$ cat src/uhr_consts.svh
// constants for the handshake transmit reservation block
// assumes inclusion by the block file only
`ifndef UHR_CONSTS_SVH
`define UHR_CONSTS_SVH
`define UHR_ADDR_HSK      16'hff14
`define UHR_ADDR_DATA     16'hff15
`define UHR_RESET_VAL     8'h00
`define UHR_BIT_ACK       3'h0
`define UHR_BIT_NAK_DATA  3'h1
`define UHR_BIT_NAK_EP0   3'h2
`define UHR_BIT_NAK_EP1   3'h3
`define UHR_BIT_STL_DATA  3'h4
`define UHR_BIT_STL_LEN   3'h5
`define UHR_BIT_STL_EP0   3'h6
`define UHR_BIT_STL_EP1   3'h7
`define UHR_SEL_ACK_ONLY  8'h01
`define UHR_SEL_NAK_DATA  8'h02
`endif

$ cat src/uhr_pkg.sv
// types for the handshake transmit reservation block
// assumes no surroundings
package uhr_pkg;
  typedef enum logic [1:0]
  {
    UHR_HSK_NONE  = 2'b00,
    UHR_HSK_ACK   = 2'b01,
    UHR_HSK_NAK   = 2'b10,
    UHR_HSK_STALL = 2'b11
  } uhr_hsk_t;
endpackage
$ cat src/uhr_hsk_rsv.sv
// handshake transmit reservation register and handshake selection
// assumes receive checkers on clk_sys give stable condition levels with eop pulses
// Function
// - handshakes only after a good IN token or a received data packet
// - bit 0 ACK, bits 1-3 NAK, bits 4-7 STALL
// - byte, single-bit and 16-bit combined-word writes accepted
// - reset clears the register to 00h
// - a valid SETUP reception clears the register to 00h
// - bit 7 sends STALL after good IN token to endpoint 1
// - bit 6 sends STALL after good IN token with PID match, endpoint 0
// - bit 5 sends STALL after data with PID match and length error, no stuff error
// - bit 4 sends STALL after data with PID mismatch, no stuff error
// - bit 3 sends NAK after good IN token to endpoint 1
// - bit 2 sends NAK after good IN token with PID match, endpoint 0 detect printed zero
// - bit 1 sends NAK after clean OUT data without write error
// - bit 0 sends ACK after clean data packet with PID match
// - a cleared flag never yields its handshake
`timescale 1ns/100ps
`default_nettype none
`include "uhr_consts.svh"
module uhr_hsk_rsv
(
  input  wire logic        clk_sys,
  input  wire logic        rstn,
  input  wire logic [15:0] reg_addr,
  input  wire logic        reg_wr,
  input  wire logic        reg_wr16,
  input  wire logic        reg_bit_wr,
  input  wire logic [2:0]  reg_bit_sel,
  input  wire logic [15:0] reg_wdata,
  output logic      [7:0]  reg_rdata,
  input  wire logic        token_eop,
  input  wire logic        data_eop,
  input  wire logic        setup_done,
  input  wire logic        in_token_seen,
  input  wire logic        out_token_seen,
  input  wire logic        address_match,
  input  wire logic        token_pid_match,
  input  wire logic        endpoint1_detect,
  input  wire logic        endpoint0_detect,
  input  wire logic        token_length_error,
  input  wire logic        token_stuff_error,
  input  wire logic        token_crc_error,
  input  wire logic        data_pid_match,
  input  wire logic        data_length_error,
  input  wire logic        data_stuff_error,
  input  wire logic        data_crc_error,
  input  wire logic        receive_write_error,
  output logic             hsk_send,
  output var uhr_pkg::uhr_hsk_t hsk_kind
);
  logic [7:0] handshake_tx_reservation;
  logic       tok_ok;
  logic       in_ep1;
  logic       in_ep0;
  logic       in_ep0_nak;
  logic       dat_clean;
  uhr_pkg::uhr_hsk_t next_kind;

  // combined word: low byte is the data reservation, high byte this register
  always_ff @(posedge clk_sys)
  begin
    if (!rstn)
      handshake_tx_reservation <= `UHR_RESET_VAL;
    else if (setup_done)
      handshake_tx_reservation <= `UHR_RESET_VAL;
    else if (reg_wr16 && reg_addr == `UHR_ADDR_DATA)
      handshake_tx_reservation <= reg_wdata[15:8];
    else if (reg_wr && reg_addr == `UHR_ADDR_HSK)
      handshake_tx_reservation <= reg_wdata[7:0];
    else if (reg_bit_wr && reg_addr == `UHR_ADDR_HSK)
      handshake_tx_reservation[reg_bit_sel] <= reg_wdata[0];
  end

  always_ff @(posedge clk_sys)
  begin
    if (!rstn)
      reg_rdata <= `UHR_RESET_VAL;
    else if (reg_addr == `UHR_ADDR_HSK)
      reg_rdata <= handshake_tx_reservation;
    else
      reg_rdata <= `UHR_RESET_VAL;
  end

  // receive check results are only meaningful at the eop strobes
  always_comb
  begin
    tok_ok     = in_token_seen && address_match && !token_length_error
                 && !token_stuff_error && !token_crc_error;
    in_ep1     = tok_ok && endpoint1_detect;
    in_ep0     = tok_ok && token_pid_match && endpoint0_detect;
    // endpoint 0 detect taken as printed (zero) for the NAK case
    in_ep0_nak = tok_ok && token_pid_match && !endpoint0_detect;
    dat_clean  = data_pid_match && !data_length_error && !data_stuff_error && !data_crc_error;
    next_kind  = uhr_pkg::UHR_HSK_NONE;
    // flag positions fixed by the bit macros
    if (token_eop)
    begin
      if ((handshake_tx_reservation[`UHR_BIT_STL_EP1] && in_ep1)
          || (handshake_tx_reservation[`UHR_BIT_STL_EP0] && in_ep0))
        next_kind = uhr_pkg::UHR_HSK_STALL;
      else if ((handshake_tx_reservation[`UHR_BIT_NAK_EP1] && in_ep1)
               || (handshake_tx_reservation[`UHR_BIT_NAK_EP0] && in_ep0_nak))
        next_kind = uhr_pkg::UHR_HSK_NAK;
    end
    else if (data_eop)
    begin
      // stall first: a conflicting reservation is software's fault anyway
      if ((handshake_tx_reservation[`UHR_BIT_STL_LEN] && data_pid_match && data_length_error
           && !data_stuff_error)
          || (handshake_tx_reservation[`UHR_BIT_STL_DATA] && !data_pid_match
              && !data_stuff_error))
        next_kind = uhr_pkg::UHR_HSK_STALL;
      else if (handshake_tx_reservation[`UHR_BIT_NAK_DATA] && out_token_seen && dat_clean
               && !receive_write_error)
        next_kind = uhr_pkg::UHR_HSK_NAK;
      else if (handshake_tx_reservation[`UHR_BIT_ACK] && dat_clean)
        next_kind = uhr_pkg::UHR_HSK_ACK;
    end
  end

  always_ff @(posedge clk_sys)
  begin
    if (!rstn)
    begin
      hsk_send <= 1'b0;
      hsk_kind <= uhr_pkg::UHR_HSK_NONE;
    end
    else
    begin
      hsk_send <= (next_kind != uhr_pkg::UHR_HSK_NONE);
      hsk_kind <= next_kind;
    end
  end

  AST_STALL_EP1: assert property (@(posedge clk_sys) disable iff (!rstn)
    token_eop && handshake_tx_reservation[`UHR_BIT_STL_EP1] && in_ep1
    |=> hsk_send && hsk_kind == uhr_pkg::UHR_HSK_STALL)
    else $error("ep1 stall missing");
  AST_STALL_EP0: assert property (@(posedge clk_sys) disable iff (!rstn)
    token_eop && handshake_tx_reservation[`UHR_BIT_STL_EP0] && in_ep0
    |=> hsk_kind == uhr_pkg::UHR_HSK_STALL)
    else $error("ep0 stall missing");
  AST_ACK: assert property (@(posedge clk_sys) disable iff (!rstn)
    !token_eop && data_eop && handshake_tx_reservation == `UHR_SEL_ACK_ONLY && dat_clean
    |=> hsk_kind == uhr_pkg::UHR_HSK_ACK)
    else $error("ack missing");
  AST_NO_FLAG: assert property (@(posedge clk_sys) disable iff (!rstn)
    handshake_tx_reservation == `UHR_RESET_VAL |=> !hsk_send)
    else $error("handshake without reservation");
  AST_NO_EVENT: assert property (@(posedge clk_sys) disable iff (!rstn)
    !token_eop && !data_eop |=> !hsk_send)
    else $error("handshake without eop");
  AST_SETUP_CLR: assert property (@(posedge clk_sys) disable iff (!rstn)
    setup_done |=> handshake_tx_reservation == `UHR_RESET_VAL)
    else $error("setup did not clear");
  AST_HOLD: assert property (@(posedge clk_sys) disable iff (!rstn)
    !setup_done && !reg_wr && !reg_wr16 && !reg_bit_wr |=> $stable(handshake_tx_reservation))
    else $error("flags changed unasked");
  AST_NAK_DATA: assert property (@(posedge clk_sys) disable iff (!rstn)
    !token_eop && data_eop && handshake_tx_reservation == `UHR_SEL_NAK_DATA && out_token_seen && dat_clean
    && !receive_write_error |=> hsk_kind == uhr_pkg::UHR_HSK_NAK)
    else $error("data nak missing");
  AST_READ: assert property (@(posedge clk_sys) disable iff (!rstn)
    reg_addr == `UHR_ADDR_HSK |=> reg_rdata == $past(handshake_tx_reservation))
    else $error("read mismatch");
  // no disable here: the reset itself is what is checked
  AST_RESET_CLR: assert property (@(posedge clk_sys)
    !rstn
    |=> handshake_tx_reservation == `UHR_RESET_VAL && !hsk_send)
    else $error("reset did not clear");
  AST_STALL_LEN: assert property (@(posedge clk_sys) disable iff (!rstn)
    !token_eop && data_eop && handshake_tx_reservation[`UHR_BIT_STL_LEN] && data_pid_match && data_length_error
    && !data_stuff_error |=> hsk_send && hsk_kind == uhr_pkg::UHR_HSK_STALL)
    else $error("length stall missing");
  AST_STALL_DATA: assert property (@(posedge clk_sys) disable iff (!rstn)
    !token_eop && data_eop && handshake_tx_reservation[`UHR_BIT_STL_DATA] && !data_pid_match
    && !data_stuff_error |=> hsk_send && hsk_kind == uhr_pkg::UHR_HSK_STALL)
    else $error("data stall missing");
  AST_NAK_EP1: assert property (@(posedge clk_sys) disable iff (!rstn)
    token_eop && handshake_tx_reservation[`UHR_BIT_NAK_EP1] && !handshake_tx_reservation[`UHR_BIT_STL_EP1]
    && !handshake_tx_reservation[`UHR_BIT_STL_EP0] && in_ep1 |=> hsk_kind == uhr_pkg::UHR_HSK_NAK)
    else $error("ep1 nak missing");
  AST_NAK_EP0: assert property (@(posedge clk_sys) disable iff (!rstn)
    token_eop && handshake_tx_reservation[`UHR_BIT_NAK_EP0] && !handshake_tx_reservation[`UHR_BIT_STL_EP1]
    && !handshake_tx_reservation[`UHR_BIT_STL_EP0] && in_ep0_nak |=> hsk_kind == uhr_pkg::UHR_HSK_NAK)
    else $error("ep0 nak missing");
  AST_NAK_WRERR: assert property (@(posedge clk_sys) disable iff (!rstn)
    !token_eop && data_eop && handshake_tx_reservation == `UHR_SEL_NAK_DATA && receive_write_error
    |=> !hsk_send)
    else $error("data nak despite write error");
  AST_ACK_DIRTY: assert property (@(posedge clk_sys) disable iff (!rstn)
    !token_eop && data_eop && handshake_tx_reservation == `UHR_SEL_ACK_ONLY && !dat_clean
    |=> !hsk_send)
    else $error("ack after faulty data");
  AST_BAD_TOKEN: assert property (@(posedge clk_sys) disable iff (!rstn)
    token_eop && !tok_ok
    |=> !hsk_send)
    else $error("handshake after faulty token");
  AST_ACK_BIT: assert property (@(posedge clk_sys) disable iff (!rstn)
    hsk_kind == uhr_pkg::UHR_HSK_ACK
    |-> $past(handshake_tx_reservation[`UHR_BIT_ACK]))
    else $error("ack without its flag");
  AST_WR16: assert property (@(posedge clk_sys) disable iff (!rstn)
    !setup_done && reg_wr16 && reg_addr == `UHR_ADDR_DATA
    |=> handshake_tx_reservation == $past(reg_wdata[15:8]))
    else $error("word write lost");
  AST_WR8: assert property (@(posedge clk_sys) disable iff (!rstn)
    !setup_done && !reg_wr16 && reg_wr && reg_addr == `UHR_ADDR_HSK
    |=> handshake_tx_reservation == $past(reg_wdata[7:0]))
    else $error("byte write lost");
  AST_BITWR: assert property (@(posedge clk_sys) disable iff (!rstn)
    !setup_done && !reg_wr16 && !reg_wr && reg_bit_wr && reg_addr == `UHR_ADDR_HSK
    |=> handshake_tx_reservation[$past(reg_bit_sel)] == $past(reg_wdata[0]))
    else $error("bit write lost");
  COV_STALL: cover property (@(posedge clk_sys) hsk_kind == uhr_pkg::UHR_HSK_STALL);
  COV_NAK: cover property (@(posedge clk_sys) hsk_kind == uhr_pkg::UHR_HSK_NAK);
  COV_ACK: cover property (@(posedge clk_sys) hsk_kind == uhr_pkg::UHR_HSK_ACK);
  COV_WR16: cover property (@(posedge clk_sys) reg_wr16 && reg_addr == `UHR_ADDR_DATA);
endmodule
`default_nettype wire

$ cat config.mk
export PLATFORM = sky130hd
export DESIGN_NAME = uhr_hsk_rsv
export DESIGN_NICKNAME = d
export VERILOG_FILES = /design/src/uhr_pkg.sv /design/src/uhr_hsk_rsv.sv
export VERILOG_INCLUDE_DIRS = /design/src
export SDC_FILE = /design/constraint.sdc
export NUM_CORES = 1
export LEC_CHECK = 0
export BUFFER_PORTS_ARGS = -buffer_cell sky130_fd_sc_hd__buf_2
export CAP_MARGIN = 10
export CORE_MARGIN = 3
export CORE_UTILIZATION = 45
export CTS_CLUSTER_SIZE = 30
export DETAILED_ROUTE_END_ITERATION = 10
export PLACE_DENSITY_LB_ADDON = 0.12
export RECOVER_POWER = 100
export SYNTH_ARGS = -nofsm -noshare
export SYNTH_HDL_FRONTEND = slang
export SYNTH_SLANG_ARGS = --single-unit
$ cat constraint.sdc
create_clock -name clk_sys -period 4.8 [get_ports clk_sys]
set_input_delay 0.48 -clock clk_sys [delete_from_list [all_inputs] [get_ports clk_sys]]
set_output_delay 0.48 -clock clk_sys [all_outputs]
set_load 0.02 [all_outputs]
==> load_flow_metrics.sql <==
INSERT INTO impl_metrics (metric_group, metric, value, unit) VALUES
('cts', 'worstSkewPairLatency', '0.30', 'ns'),
('layout', 'layout.filler_cells', '229', ''),
('layout', 'post-route-cell-area', '0.001423', 'mm2'),
('floorplanning', 'floorplan.die.width', '55.13', 'um'),
('critical_path', 'startpoint', 'reg_addr[3]', ''),
('cts', 'tritoncts', 'done', ''),
('cts', 'post_cts_resize_count', '0', ''),
('synthesis', 'avgSynthCellArea', '8.830', 'um2'),
('layout', 'layout-area-overhead-vs-synth', '30.99', '%'),
('synthesis', 'ys_types', '45', ''),
('pwr', 'clock_share_of_power', '27.6', '%'),
('grt', 'total_routing_usage_gr', '21.35', '%'),
('critical_path', 'rr_startpoint', 'handshake_tx_reservation[1]', ''),
('synthesis', 'synthDominantAreaCellType', 'dfxtp_1', ''),
('pwr', 'leakage', '0.6190', 'nW'),
('cts', 'cts_sinks', '19', ''),
('pwr', 'p_seq_share', '54.0', '%'),
('synthesis', 'syn-instance-count', '123', ''),
('cts', 'clk_path_buf_depth', '2', ''),
('pwr', 'proportion_of_power_drawn_by_combinational_gates', '18.4', '%'),
('critical_path', 'crit_path_start_kind', 'input port', ''),
('placed_design', 'placed_cells_incl_taps', '214', ''),
('synthesis', 'yosys-top-cells-area', 'dfxtp_1 (35%), and2_1 (5.2%), a21oi_1 (5.1%)', ''),
('floorplanning', 'die_y', '55.13', 'um'),
('synthesis', 'synth_fp_nets', '180', ''),
('sta', 'fin_setup_tns', '0', 'ns'),
('layout', 'proportion_of_layout_cells_with_a_drive_suffix_above_1', '35.26', '%'),
('outcome', 'outcome', 'finished clean', ''),
('synthesis', 'async_reset_ff_share', '0', '%'),
('routing', 'antenna_left', '0', ''),
('cts', 'cts_buffers', '3', ''),
('pwr', 'p_per_area', '205.0', 'mW/mm2'),
('placed_design', 'placement.setup.worst_slack', '2.382', 'ns'),
('cts', 'cts-hold-fix-buffers', '0', ''),
('grt', 'first_global_vias', '1171', ''),
('sta', 'slew_headroom', '44.53', '%'),
('synthesis', 'synth-edff-count', '0', ''),
('sta', 'worst_clock_skew', '0.008536', 'ns'),
('sta', 'setup_slack', '2.673', 'ns'),
('sta', 'worst_pin_slew', '0.8259', 'ns'),
('synthesis', 'synthDominantCellAreaShare', '35.02', '%'),
('cts', 'cts-root-buf', 'clkbuf_4', ''),
('critical_path', 'ff2ff_path_depth', '5', ''),
('placed_design', 'number_of_buffers_added_on_ports', '67', ''),
('sta', 'final-hold-violation-count', '0', ''),
('routing', 'finalWirelength', '2.985', 'mm'),
('layout', 'mostFrequentLayoutCells', 'buf_2 (55), dfxtp_1 (19), clkbuf_1 (12)', ''),
('cts', 'clk_transition_reported_paths', '0.11', 'ns'),
('floorplanning', 'die_area', '0.003039', 'mm2'),
('floorplanning', 'core-area', '0.002255', 'mm2'),
('routing', 'routed-via-count', '1222', ''),
('routing', 'drt_iter0_drc', '32', ''),
('sta', 'max_freq', '470.1', 'MHz'),
('worst_hold_path', 'min_path_type', 'input port to register', ''),
('layout', 'final-seq-area', '380.4', 'um2'),
('sta', 'setup_viol_count_final', '0', ''),
('worst_hold_path', 'hold_path_depth', '2', ''),
('routing', 'drcViolationCount', '0', ''),
('synthesis', 'synth_flop_cell', 'dfxtp_1', ''),
('floorplanning', 'floorplan.rows', '17', ''),
('flow_run', 'max_cap_viol_count', '0', ''),
('synthesis', 'synth_seq_area_share', '35.02', '%'),
('pwr', 'ir_drop', '177.0', 'uV'),
('placed_design', 'postPlaceCellArea', '0.001434', 'mm2'),
('placed_design', 'detailed_place_hpwl', '2.428', 'mm'),
('grt', 'grt_remaining_overflow', '0', ''),
('critical_path', 'arrival', '2.33', 'ns'),
('layout', 'layout.nets', '248', ''),
('sta', 'finalWorstPathRequiredPeriod', '2.127', 'ns'),
('layout', 'antennaDiodeCount', '0', ''),
('critical_path', 'critPathRequiredTime', '5.01', 'ns');
[state kept, by name (all words and copies together), names as in the netlist]
register and flops:
handshake_tx_reservation 8, reg_rdata 8, hsk_kind 2, hsk_send 1
[power by group through the flow]
stage	Clock (mW)	Sequential [mW]	Combinational (mW)
2_1_floorplan	0	0.161	0.0237
3_3_place_gp	0	0.161	0.0528
3_5_place_dp	0	0.161	0.0541
4_1_cts	0.0836	0.158	0.0544
5_1_grt	0.0893	0.158	0.0600
6_report	0.0804	0.158	0.0536
[critical path, stage by stage]
cell and delay (ns):
buf_2 0.10, or4b_1 0.59, nor4_4 0.77, a21oi_2 0.11
a211oi_1 0.28
[synth_stat cells (all sizes together), types with 3 or more instances]
master / instances
a21oi: 14
nand3: 3
nor4: 3
a211oi: 5
o21ai: 3
nand2b: 4
nor3: 3
and2: 9
and3: 4
buf: 3
a221oi: 5
nand2: 9
nor2: 6
nor2b: 4
dfxtp: 19
[routing by layer]
| layer | up-vias | track usage, % | wire length (um) |
|---|---|---|---|
| met5 | - | 0 | 0 |
| met4 | 0 | 8.502 | 48 |
| met3 | 8 | 5.630 | 215 |
| met2 | 46 | 38.78 | 1534 |
| met1 | 564 | 23.30 | 1187 |
| li1 | 604 | - | - |
[stage by stage]
stage          util, %  hold WS [ns]  power (mW)
3_5_place_dp     63.60        0.4904      0.2153
2_1_floorplan        -        0.4534      0.1848
6_report         63.10        0.4356      0.2916
5_1_grt          63.10        0.4372      0.3069
4_1_cts          64.82        0.4286      0.2955
3_3_place_gp     63.60        0.4852      0.2140
[cell type report]
cell class | count | area share [%]
Clock buffer | 3 | 1.583
Clock inverter | 1 | 0.3518
Multi-Input combinational cell | 99 | 46.09
Timing Repair Buffer | 67 | 22.52
Sequential cell | 19 | 26.74
Inverter | 1 | 0.2639
Tap cell | 28 | 2.463
[cells by family after synthesis]
group	share of synthesized area, %
buffers and inverters	2.419
AND/OR/NAND/NOR	32.83
multiplexers	1.037
flip-flops	35.02
AO/OA/AOI/OAI	28.69
[path summary, 6_finish.rpt]
kind | end | slack, ns
worst max register to register | hsk_send | 3.50
worst max-delay path | handshake_tx_reservation[1] | 2.67
worst min-delay path | hsk_kind[0] | 0.44
worst min register to register | reg_rdata[0] | 0.50
Power figures use the tool's default switching activity.
